$ cat config.mk
export PLATFORM = sky130hd
export DESIGN_NAME = lcr_regs
export DESIGN_NICKNAME = d
export VERILOG_FILES = /design/src/rtl/lcr_pkg.sv /design/src/rtl/lcr_cursor_step.sv /design/src/rtl/lcr_glyph_addr.sv /design/src/rtl/lcr_regs.sv
export SDC_FILE = /design/constraint.sdc
export NUM_CORES = 1
export LEC_CHECK = 0
export BUFFER_PORTS_ARGS = -buffer_cell sky130_fd_sc_hd__buf_2
export CAP_MARGIN = 20
export CORE_AREA = 10 10 120 122
export DETAILED_ROUTE_END_ITERATION = 16
export DIE_AREA = 0 0 130 132
export PLACE_DENSITY = 0.79
export SLEW_MARGIN = 5
export SYNTH_ARGS = -nofsm -noshare
export SYNTH_HDL_FRONTEND = slang
export SYNTH_SLANG_ARGS = --single-unit
$ cat constraint.sdc
create_clock -name mclk -period 4.3 [get_ports mclk]
set_clock_uncertainty 0.15 [all_clocks]
set_input_delay 0.215 -clock mclk [delete_from_list [all_inputs] [get_ports mclk]]
set_output_delay 0.215 -clock mclk [all_outputs]
set_load 0.005 [all_outputs]
$ cat src/rtl/lcr_pkg.sv
// Shared constants for the cursor, scroll, glyph-base and depth register bank.
package lcr_pkg;
  localparam logic [15:0] OFF_GLYPH_LO    = 16'h8019;
  localparam logic [15:0] OFF_GLYPH_HI    = 16'h801A;
  localparam logic [15:0] OFF_SCROLL      = 16'h801B;
  localparam logic [15:0] OFF_CURSOR_LO   = 16'h801C;
  localparam logic [15:0] OFF_CURSOR_HI   = 16'h801D;
  localparam logic [15:0] OFF_CURRD_LO    = 16'h801E;
  localparam logic [15:0] OFF_CURRD_HI    = 16'h801F;
  localparam logic [15:0] OFF_DEPTH       = 16'h8020;
  localparam logic [7:0]  CMD_DIR_RIGHT   = 8'h4C;
  localparam logic [7:0]  CMD_DIR_LEFT    = 8'h4D;
  localparam logic [7:0]  CMD_DIR_UP      = 8'h4E;
  localparam logic [7:0]  CMD_DIR_DOWN    = 8'h4F;
  localparam logic [7:0]  CMD_MEM_WRITE   = 8'h42;
  localparam logic [7:0]  CMD_MEM_READ    = 8'h43;
  localparam logic [7:0]  CMD_CURSOR_WR   = 8'h46;
  localparam logic [7:0]  CMD_CURSOR_RD   = 8'h47;
  localparam logic [7:0]  CMD_SCROLL      = 8'h5A;
  localparam logic [7:0]  CMD_GLYPH_BASE  = 8'h5C;
  localparam logic [7:0]  CMD_DEPTH       = 8'h60;
  localparam logic [15:0] RST_WORD        = 16'h0000;
  localparam logic [7:0]  RST_BYTE        = 8'h00;
  localparam logic [1:0]  DEPTH_1BPP      = 2'h0;
  localparam logic [1:0]  DEPTH_2BPP      = 2'h1;
  localparam logic [1:0]  DEPTH_4BPP      = 2'h2;
  localparam logic [1:0]  DIR_RIGHT       = 2'h0;
  localparam logic [1:0]  DIR_LEFT        = 2'h1;
  localparam logic [1:0]  DIR_UP          = 2'h2;
  localparam logic [1:0]  DIR_DOWN        = 2'h3;
  typedef enum logic [1:0] {ST_IDLE, ST_PARAM1, ST_PARAM2} lcr_state_t;
  typedef enum logic [2:0] {OP_NONE, OP_GLYPH, OP_SCROLL, OP_CURSOR, OP_DEPTH,
                            OP_READBACK, OP_MEMORY} lcr_op_t;
endpackage

$ cat src/rtl/lcr_cursor_step.sv
// Next cursor address after one memory access, by shift direction.
`timescale 1ns/1ns
module lcr_cursor_step (
  input  wire logic [15:0] cursorAddr,
  input  wire logic [1:0]  direction,
  input  wire logic [15:0] rowPitch,
  output logic      [15:0] steppedAddr
);
  // Address arithmetic wraps at 64K, matching the 16-bit cursor width.
  // direction dependent step
  always_comb begin
    case (direction)
      lcr_pkg::DIR_RIGHT: steppedAddr = 16'(cursorAddr + 16'h0001);
      lcr_pkg::DIR_LEFT:  steppedAddr = 16'(cursorAddr - 16'h0001);
      lcr_pkg::DIR_UP:    steppedAddr = 16'(cursorAddr - rowPitch);
      lcr_pkg::DIR_DOWN:  steppedAddr = 16'(cursorAddr + rowPitch);
      default:            steppedAddr = cursorAddr;
    endcase
  end
endmodule // lcr_cursor_step

$ cat src/rtl/lcr_glyph_addr.sv
// Glyph start address from character code, character height and glyph base.
`timescale 1ns/1ns
module lcr_glyph_addr (
  input  wire logic [7:0]  charCode,
  input  wire logic [4:0]  charHeight,
  input  wire logic [15:0] glyphBase,
  output logic      [15:0] glyphAddr
);
  logic [12:0] product;
  assign product   = 13'(charCode * charHeight);
  assign glyphAddr = 16'(glyphBase + {3'h0, product});
endmodule // lcr_glyph_addr

$ cat src/rtl/lcr_regs.sv
// Register bank for glyph base, pixel scroll, cursor address and pixel depth.
`timescale 1ns/1ns
module lcr_regs (
  input  wire logic        mclk,
  input  wire logic        rst_n,
  input  wire logic        indirectMode,
  input  wire logic        directSel,
  input  wire logic        directWrite,
  input  wire logic [15:0] directAddr,
  input  wire logic [7:0]  directWdata,
  input  wire logic        cmdWrite,
  input  wire logic        paramWrite,
  input  wire logic        paramRead,
  input  wire logic [7:0]  hostData,
  input  wire logic        memAccessDone,
  input  wire logic [15:0] rowPitch,
  input  wire logic [7:0]  charCode,
  input  wire logic [4:0]  charHeight,
  output logic      [7:0]  readData,
  output logic             readValid,
  output logic             memReadReq,
  output logic             memWriteReq,
  output logic      [7:0]  memWriteData,
  output logic      [15:0] memAddr,
  output logic             directMemAllowed,
  output logic      [15:0] glyphAddr,
  output logic      [2:0]  pixelScroll,
  output logic      [1:0]  depthSelect,
  output logic      [2:0]  bitsPerPixel
);
  ////////////////////////////////////////////////////////////////////////////
  // Stored registers and command decoder state.
  // Everything here runs on mclk. The host strobes arrive already in this
  // domain, so no input passes a synchroniser.
  logic [7:0]          glyphLo_reg;
  logic [7:0]          glyphHi_reg;
  logic [2:0]          scroll_reg;
  logic [15:0]         cursor_reg;
  logic [15:0]         cursor_next;
  logic [1:0]          depth_reg;
  logic [1:0]          dir_reg;
  logic [7:0]          readData_reg;
  logic                readValid_reg;
  logic                memRead_reg;
  logic                memWrite_reg;
  logic [7:0]          memWdata_reg;
  lcr_pkg::lcr_state_t state_reg;
  lcr_pkg::lcr_op_t    op_reg;
  logic [15:0]         stepped;
  logic                directWr;
  logic                paramByte1;
  logic                paramByte2;
  logic                wrGlyphLo;
  logic                wrGlyphHi;
  logic                wrScroll;
  logic                wrCursorLo;
  logic                wrCursorHi;
  logic                wrDepth;
  logic                isDirCmd;

  // Direct register writes are honoured only outside indirect mode.
  assign directWr = directSel && directWrite && !indirectMode;
  assign paramByte1 = paramWrite && state_reg == lcr_pkg::ST_PARAM1;
  assign paramByte2 = paramWrite && state_reg == lcr_pkg::ST_PARAM2;

  // Shared offset match; every stored byte needs the same write qualifier.
  function automatic logic hitOffset(input logic        wrEn,
                                     input logic [15:0] addr,
                                     input logic [15:0] offset);
    return wrEn && addr == offset;
  endfunction

  // One decoded strobe per writable byte. Offsets 801E and 801F get no strobe,
  // which is what keeps the cursor readback bytes read-only.
  assign wrGlyphLo  = hitOffset(directWr, directAddr, lcr_pkg::OFF_GLYPH_LO);
  assign wrGlyphHi  = hitOffset(directWr, directAddr, lcr_pkg::OFF_GLYPH_HI);
  assign wrScroll   = hitOffset(directWr, directAddr, lcr_pkg::OFF_SCROLL);
  assign wrCursorLo = hitOffset(directWr, directAddr, lcr_pkg::OFF_CURSOR_LO);
  assign wrCursorHi = hitOffset(directWr, directAddr, lcr_pkg::OFF_CURSOR_HI);
  assign wrDepth    = hitOffset(directWr, directAddr, lcr_pkg::OFF_DEPTH);
  // Direction codes share their upper six bits and carry no parameter byte.
  assign isDirCmd   = cmdWrite && indirectMode &&
                      hostData[7:2] == lcr_pkg::CMD_DIR_RIGHT[7:2];

  // The stepper is purely combinational; the cursor register alone holds state.
  lcr_cursor_step u_step (
    .cursorAddr  (cursor_reg),
    .direction   (dir_reg),
    .rowPitch    (rowPitch),
    .steppedAddr (stepped)
  );

  // Glyph lookups see the base as soon as its byte lands, with no extra stage.
  lcr_glyph_addr u_glyph (
    .charCode   (charCode),
    .charHeight (charHeight),
    .glyphBase  ({glyphHi_reg, glyphLo_reg}),
    .glyphAddr  (glyphAddr)
  );

  ////////////////////////////////////////////////////////////////////////////
  // Command decoder: tracks which command owns the following parameters.
  // A new command byte always restarts the decoder, so a host that abandons a
  // command halfway keeps the bytes that already landed and loses the rest.
  // Nothing waits for a missing byte, which trades completeness for never
  // leaving the bank stuck in a parameter state.
  always_ff @(posedge mclk or negedge rst_n) begin
    if (!rst_n) begin
      state_reg <= lcr_pkg::ST_IDLE;
      op_reg    <= lcr_pkg::OP_NONE;
    end else if (cmdWrite && indirectMode) begin
      state_reg <= lcr_pkg::ST_PARAM1;
      case (hostData)
        lcr_pkg::CMD_GLYPH_BASE: op_reg <= lcr_pkg::OP_GLYPH;
        lcr_pkg::CMD_SCROLL:     op_reg <= lcr_pkg::OP_SCROLL;
        lcr_pkg::CMD_CURSOR_WR:  op_reg <= lcr_pkg::OP_CURSOR;
        lcr_pkg::CMD_DEPTH:      op_reg <= lcr_pkg::OP_DEPTH;
        lcr_pkg::CMD_CURSOR_RD:  op_reg <= lcr_pkg::OP_READBACK;
        lcr_pkg::CMD_MEM_READ:   op_reg <= lcr_pkg::OP_MEMORY;
        lcr_pkg::CMD_MEM_WRITE:  op_reg <= lcr_pkg::OP_MEMORY;
        default: begin
          op_reg    <= lcr_pkg::OP_NONE;
          state_reg <= lcr_pkg::ST_IDLE;
        end
      endcase
    end else if ((paramWrite || paramRead) && state_reg == lcr_pkg::ST_PARAM1) begin
      // Single-byte commands finish here; two-byte ones wait for the second.
      case (op_reg)
        lcr_pkg::OP_GLYPH, lcr_pkg::OP_CURSOR, lcr_pkg::OP_READBACK:
          state_reg <= lcr_pkg::ST_PARAM2;
        lcr_pkg::OP_MEMORY: state_reg <= lcr_pkg::ST_PARAM1;
        default: state_reg <= lcr_pkg::ST_IDLE;
      endcase
    end else if ((paramWrite || paramRead) && state_reg == lcr_pkg::ST_PARAM2) begin
      state_reg <= lcr_pkg::ST_IDLE;
    end
  end

  ////////////////////////////////////////////////////////////////////////////
  // Glyph base bytes.
  always_ff @(posedge mclk or negedge rst_n) begin
    if (!rst_n) begin
      glyphLo_reg <= lcr_pkg::RST_BYTE;
      glyphHi_reg <= lcr_pkg::RST_BYTE;
    end else begin
      if (wrGlyphLo) begin
        glyphLo_reg <= directWdata;
      end
      if (wrGlyphHi) begin
        glyphHi_reg <= directWdata;
      end
      if (paramByte1 && op_reg == lcr_pkg::OP_GLYPH) begin
        glyphLo_reg <= hostData;
      end
      if (paramByte2 && op_reg == lcr_pkg::OP_GLYPH) begin
        glyphHi_reg <= hostData;
      end
    end
  end

  ////////////////////////////////////////////////////////////////////////////
  // Pixel scroll and depth; the scroll is a single global value, not per layer.
  always_ff @(posedge mclk or negedge rst_n) begin
    if (!rst_n) begin
      scroll_reg <= lcr_pkg::RST_BYTE[2:0];
      depth_reg  <= lcr_pkg::DEPTH_1BPP;
      dir_reg    <= lcr_pkg::DIR_RIGHT;
    end else begin
      if (wrScroll) begin
        scroll_reg <= directWdata[2:0];
      end
      if (paramByte1 && op_reg == lcr_pkg::OP_SCROLL) begin
        scroll_reg <= hostData[2:0];
      end
      if (wrDepth) begin
        depth_reg <= directWdata[1:0];
      end
      if (paramByte1 && op_reg == lcr_pkg::OP_DEPTH) begin
        depth_reg <= hostData[1:0];
      end
      // Direction commands carry no parameter; the code itself selects it.
      if (isDirCmd) begin
        dir_reg <= hostData[1:0];
      end
    end
  end

  ////////////////////////////////////////////////////////////////////////////
  // Cursor address: loaded by the cursor-write path or stepped by access.
  always_comb begin
    cursor_next = cursor_reg;
    // Later assignments win: a load in the same cycle as a finished access
    // takes priority, so the host's new address is never stepped past.
    // only load or step
    if (memAccessDone && indirectMode) begin
      cursor_next = stepped;
    end
    if (wrCursorLo) begin
      cursor_next = {cursor_reg[15:8], directWdata};
    end
    if (wrCursorHi) begin
      cursor_next = {directWdata, cursor_reg[7:0]};
    end
    if (paramByte1 && op_reg == lcr_pkg::OP_CURSOR) begin
      cursor_next = {cursor_reg[15:8], hostData};
    end
    if (paramByte2 && op_reg == lcr_pkg::OP_CURSOR) begin
      cursor_next = {hostData, cursor_reg[7:0]};
    end
  end

  always_ff @(posedge mclk or negedge rst_n) begin
    if (!rst_n) begin
      cursor_reg <= lcr_pkg::RST_WORD;
    end else begin
      cursor_reg <= cursor_next;
    end
  end

  ////////////////////////////////////////////////////////////////////////////
  // Memory requests in indirect mode, addressed by the cursor.
  always_ff @(posedge mclk or negedge rst_n) begin
    if (!rst_n) begin
      memRead_reg  <= 1'b0;
      memWrite_reg <= 1'b0;
      memWdata_reg <= lcr_pkg::RST_BYTE;
    end else begin
      // The decoder stays in its first parameter state after a memory command,
      // so every data byte of a stream raises one request until the next
      // command byte arrives.
      // memory commands use cursor
      memWrite_reg <= paramWrite && indirectMode && op_reg == lcr_pkg::OP_MEMORY
                      && state_reg == lcr_pkg::ST_PARAM1;
      memRead_reg  <= paramRead && indirectMode && op_reg == lcr_pkg::OP_MEMORY
                      && state_reg == lcr_pkg::ST_PARAM1;
      if (paramWrite) begin
        memWdata_reg <= hostData;
      end
    end
  end

  ////////////////////////////////////////////////////////////////////////////
  // Read data: direct register reads and cursor readback bytes.
  // A read outside any command, or a third readback byte, answers nothing:
  // readValid stays low and the host must ignore readData then.
  always_ff @(posedge mclk or negedge rst_n) begin
    if (!rst_n) begin
      readData_reg  <= lcr_pkg::RST_BYTE;
      readValid_reg <= 1'b0;
    end else begin
      readValid_reg <= 1'b0;
      if (paramRead && indirectMode && op_reg == lcr_pkg::OP_READBACK) begin
        readValid_reg <= state_reg != lcr_pkg::ST_IDLE;
        readData_reg  <= (state_reg == lcr_pkg::ST_PARAM2) ? cursor_reg[15:8]
                                                           : cursor_reg[7:0];
      end else if (directSel && !directWrite && !indirectMode) begin
        readValid_reg <= 1'b1;
        case (directAddr)
          lcr_pkg::OFF_GLYPH_LO:  readData_reg <= glyphLo_reg;
          lcr_pkg::OFF_GLYPH_HI:  readData_reg <= glyphHi_reg;
          lcr_pkg::OFF_SCROLL:    readData_reg <= {5'h00, scroll_reg};
          lcr_pkg::OFF_CURSOR_LO: readData_reg <= cursor_reg[7:0];
          lcr_pkg::OFF_CURSOR_HI: readData_reg <= cursor_reg[15:8];
          lcr_pkg::OFF_CURRD_LO:  readData_reg <= cursor_reg[7:0];
          lcr_pkg::OFF_CURRD_HI:  readData_reg <= cursor_reg[15:8];
          lcr_pkg::OFF_DEPTH:     readData_reg <= {6'h00, depth_reg};
          default:                readData_reg <= lcr_pkg::RST_BYTE;
        endcase
      end
    end
  end

  ////////////////////////////////////////////////////////////////////////////
  // Outputs.
  assign readData     = readData_reg;
  assign readValid    = readValid_reg;
  assign memReadReq   = memRead_reg;
  assign memWriteReq  = memWrite_reg;
  assign memWriteData = memWdata_reg;
  assign memAddr      = cursor_reg;
  assign directMemAllowed = !indirectMode;
  // Layers share this one value; there is no per-layer scroll port.
  // one scroll for whole display
  assign pixelScroll  = scroll_reg;
  assign depthSelect  = depth_reg;

  // The reserved code reports zero bits per pixel, so a display engine that
  // trusts it draws nothing rather than misreading memory.
  // depth decode, reserved gives zero
  always_comb begin
    case (depth_reg)
      lcr_pkg::DEPTH_1BPP: bitsPerPixel = 3'h1;
      lcr_pkg::DEPTH_2BPP: bitsPerPixel = 3'h2;
      lcr_pkg::DEPTH_4BPP: bitsPerPixel = 3'h4;
      default:             bitsPerPixel = 3'h0;
    endcase
  end
endmodule // lcr_regs

==> summary.md <==
| Metric | Value |
|---|---|
| Top FF cell, synth | `dfrtp_1` |
| Critical Path RT | `3.93 ns` |
| Core Util, Final | `0.658` |
| TritonCTS buffer count | `9` |
| Leak | `3.85 nW` |
| Mapped Cells | `around 800` |
| Vias | `6600` |
| Pwr dens | `410 nW/um^2` |
| Largest net degree at the start of global routing | `61` |
| Most common cell after layout, fill and taps aside | `buf_2` |
| Syn_nets | `between 900 and 1000` |
| Antenna violations before repair | `0` |
| Worst EP arrival | `3.82 ns` |
| CTS H-tree lvls | `3` |
| Die Width | `130 um` |
| Library cells used by synthesis | `72` |
| Core area | `11900 sq um` |
| Clk slew on worst S/H paths | `0.05 ns` |
| Die Area | `17200 sq um` |
| Total power | `0.00322 W` |
| EDFF count, synth | `0` |
| Vias in the first global route | `6636` |
| Hold Vio Cnt, Final | `0` |
| Fin crit period | `4.18 ns` |
| Share of layout cells above drive strength 1 | `0.224` |
| Via density | `6.12` |
| Max Root-Sink Buffers | `2` |
| Slew headroom | `0.469` |
| Final worst path period share | `0.973` |
| Final Setup Violations | `0` |
| DR iter-0 viols | `442` |
| Worst-Skew Late Latency | `0.33 ns` |
| Initial DRT Pass Iterations | `5` |
| Max reg flops | `16` |
| I/O Buffers | `129` |
| Global-route wire length before repair | `33200 um` |
| Worst Setup Start Kind | `register` |
| Nets | `1066` |
| Die Y | `132 um` |
| Status | `completed` |
| Min-Delay Path Class | `in -> reg` |
| Peak supply drop | `0.280 mV` |
| # clock sinks | `63` |
| # IOs | `130` |
| Overflow after GRT | `0` |
| HPWL Detailed | `about 16000 um` |
| Async SR Flop Fraction | `1.00` |
| DRC | `0` |
| Fmax | `239 MHz` |
| Max-Cap Viols | `0` |
| CTS tree | `yes` |
| CTS root buffer | `clkbuf_16` |
| Drt total wl | `20500 um` |
| Total negative setup slack | `0 ns` |
| Area Growth Syn to Fin | `19.9%` |
| Synth Register Bits | `63` |
| Critical Path End Type | `primary output` |
| Ant diodes | `0` |
| Yosys warns | `0` |
| Post-Syn Area | `around 6500 sq um` |
| Placer Congestion | `~0.95` |
| WS Path Type | `reg -> out` |
| Seq/Total Area, Yosys | `0.241` |
| Actual slew at the worst max-slew pin | `0.795 ns` |
| Final Instance Area | `~7800 sq um` |
| Initial core utilization | `0.549` |
| Syn avg cell area | `between 8 and 9 sq um` |
| Setup WS pre-CTS | `0.100 ns` |
| CP Max Fanout | `3` |
| Detail Route Antenna Nets | `0` |
| Commonest non-fill, non-tap cells in the layout | `129 x buf_2, 82 x nand2_1, 70 x nor2_1` |
| GRT Util Overall | `0.236` |
| Std cell rows | `40` |
| WL per Instance | `approximately 19 um` |
| Max Slew Vio Count | `0` |
| Setup slack after layout | `between 0.1 and 0.15 ns` |
| Placed Area | `7280 sq um` |
## timing repair
action,CTS,global route
buffers inserted,3,6
hold endpoints to repair,4,0
setup endpoints to repair,4,4
hold buffers,2,0
pin swaps,4,14
resized for setup,11,16
## synth_stat cells, types with 15 or more instances
library cell,instances,area share
xnor2_1,16,0.021
fa_1,30,0.092
and2_1,35,0.033
mux2i_1,27,0.041
ha_1,39,0.075
a21oi_1,72,0.055
a31oi_1,15,0.014
dfrtp_1,63,0.24
nor2_1,70,0.040
o21ai_0,56,0.043
clkbuf_1,28,0.016
nor3_1,19,0.015
nand2_1,82,0.047
inv_1,62,0.036
## where the power goes
group          switching [W]  leakage (nW)  internal, W
Clock               0.000283         0.155     0.000526
Sequential          0.000168         0.815     0.000676
Combinational       0.000849          2.88     0.000714
## worst max-delay path, stage by stage (launching register included)
cell and delay (ns):
dfrtp_2 0.43, fa_1 0.50, fa_1 0.49, inv_1 0.05, fa_1 0.52, inv_1 0.04, ha_2 0.19, a21o_1 0.23
nor3_2 0.13, o21a_1 0.19, or2_4 0.15, nor3_4 0.04, o31ai_2 0.24, xnor2_1 0.14, buf_2 0.13
## area by class of cell
cell class                 instances  area (sq um)
timing repair buffer             145           771
clock inverter                     6          92.6
multi-input combinational        646          4740
inverter                          62           233
clock buffer                      10           239
tap                              147           184
sequential                        63          1580
fill                            1017          4070
## metal layers
metal / global-route usage / share of wire / vias to the layer above
met3: 0.0559 / 0.081 / 64
li1: - / - / 3116
met4: 0.0931 / 0.039 / 0
met1: 0.286 / 0.39 / 3118
met2: 0.391 / 0.49 / 302
met5: 0 / 0 / -
## through the flow
stage | hold WS (ns) | std cells
floorplan | -0.231 | 802
global placement | -0.122 | 1051
detailed placement | -0.124 | 1051
CTS | 0.0341 | 1072
global route | 0.0484 | 1079
finish | 0.0364 | 1079
## cell families (layout without fill, tap and decap cells)
group / after synthesis / count (layout) / synth area share
AO/OA/AOI/OAI: 229 / 229 / 0.219
XOR/XNOR: 25 / 25 / 0.0335
adder cells (fa/ha/maj): 69 / 69 / 0.167
buffers and inverters: 93 / 223 / 0.0538
flip-flops: 63 / 63 / 0.241
multiplexers: 41 / 41 / 0.0655
AND/OR/NAND/NOR: 282 / 282 / 0.220
## final timing paths
| path | start | end | slack (ns) | cells after the start |
|---|---|---|---|---|
| min in group asynchronous | rst_n | dir_reg[0]$_DFFE_PN0P_ | 0.06 | 2 |
| worst min register to register | memWriteData[3]$_DFFE_PN0P_ | memWriteData[3]$_DFFE_PN0P_ | 0.35 | 1 |
| max in group asynchronous | rst_n | glyphLo_reg[3]$_DFFE_PN0P_ | 2.94 | 3 |
| worst min-delay path | hostData[3] | memWriteData[3]$_DFFE_PN0P_ | 0.04 | 2 |
| worst max-delay path | glyphLo_reg[7]$_DFFE_PN0P_ | glyphAddr[15] | 0.12 | 14 |
| worst max register to register | dir_reg[1]$_DFFE_PN0P_ | memAddr[14]$_DFFE_PN0P_ | 0.79 | 11 |
No activity file was read; power rests on OpenSTA's default activity.
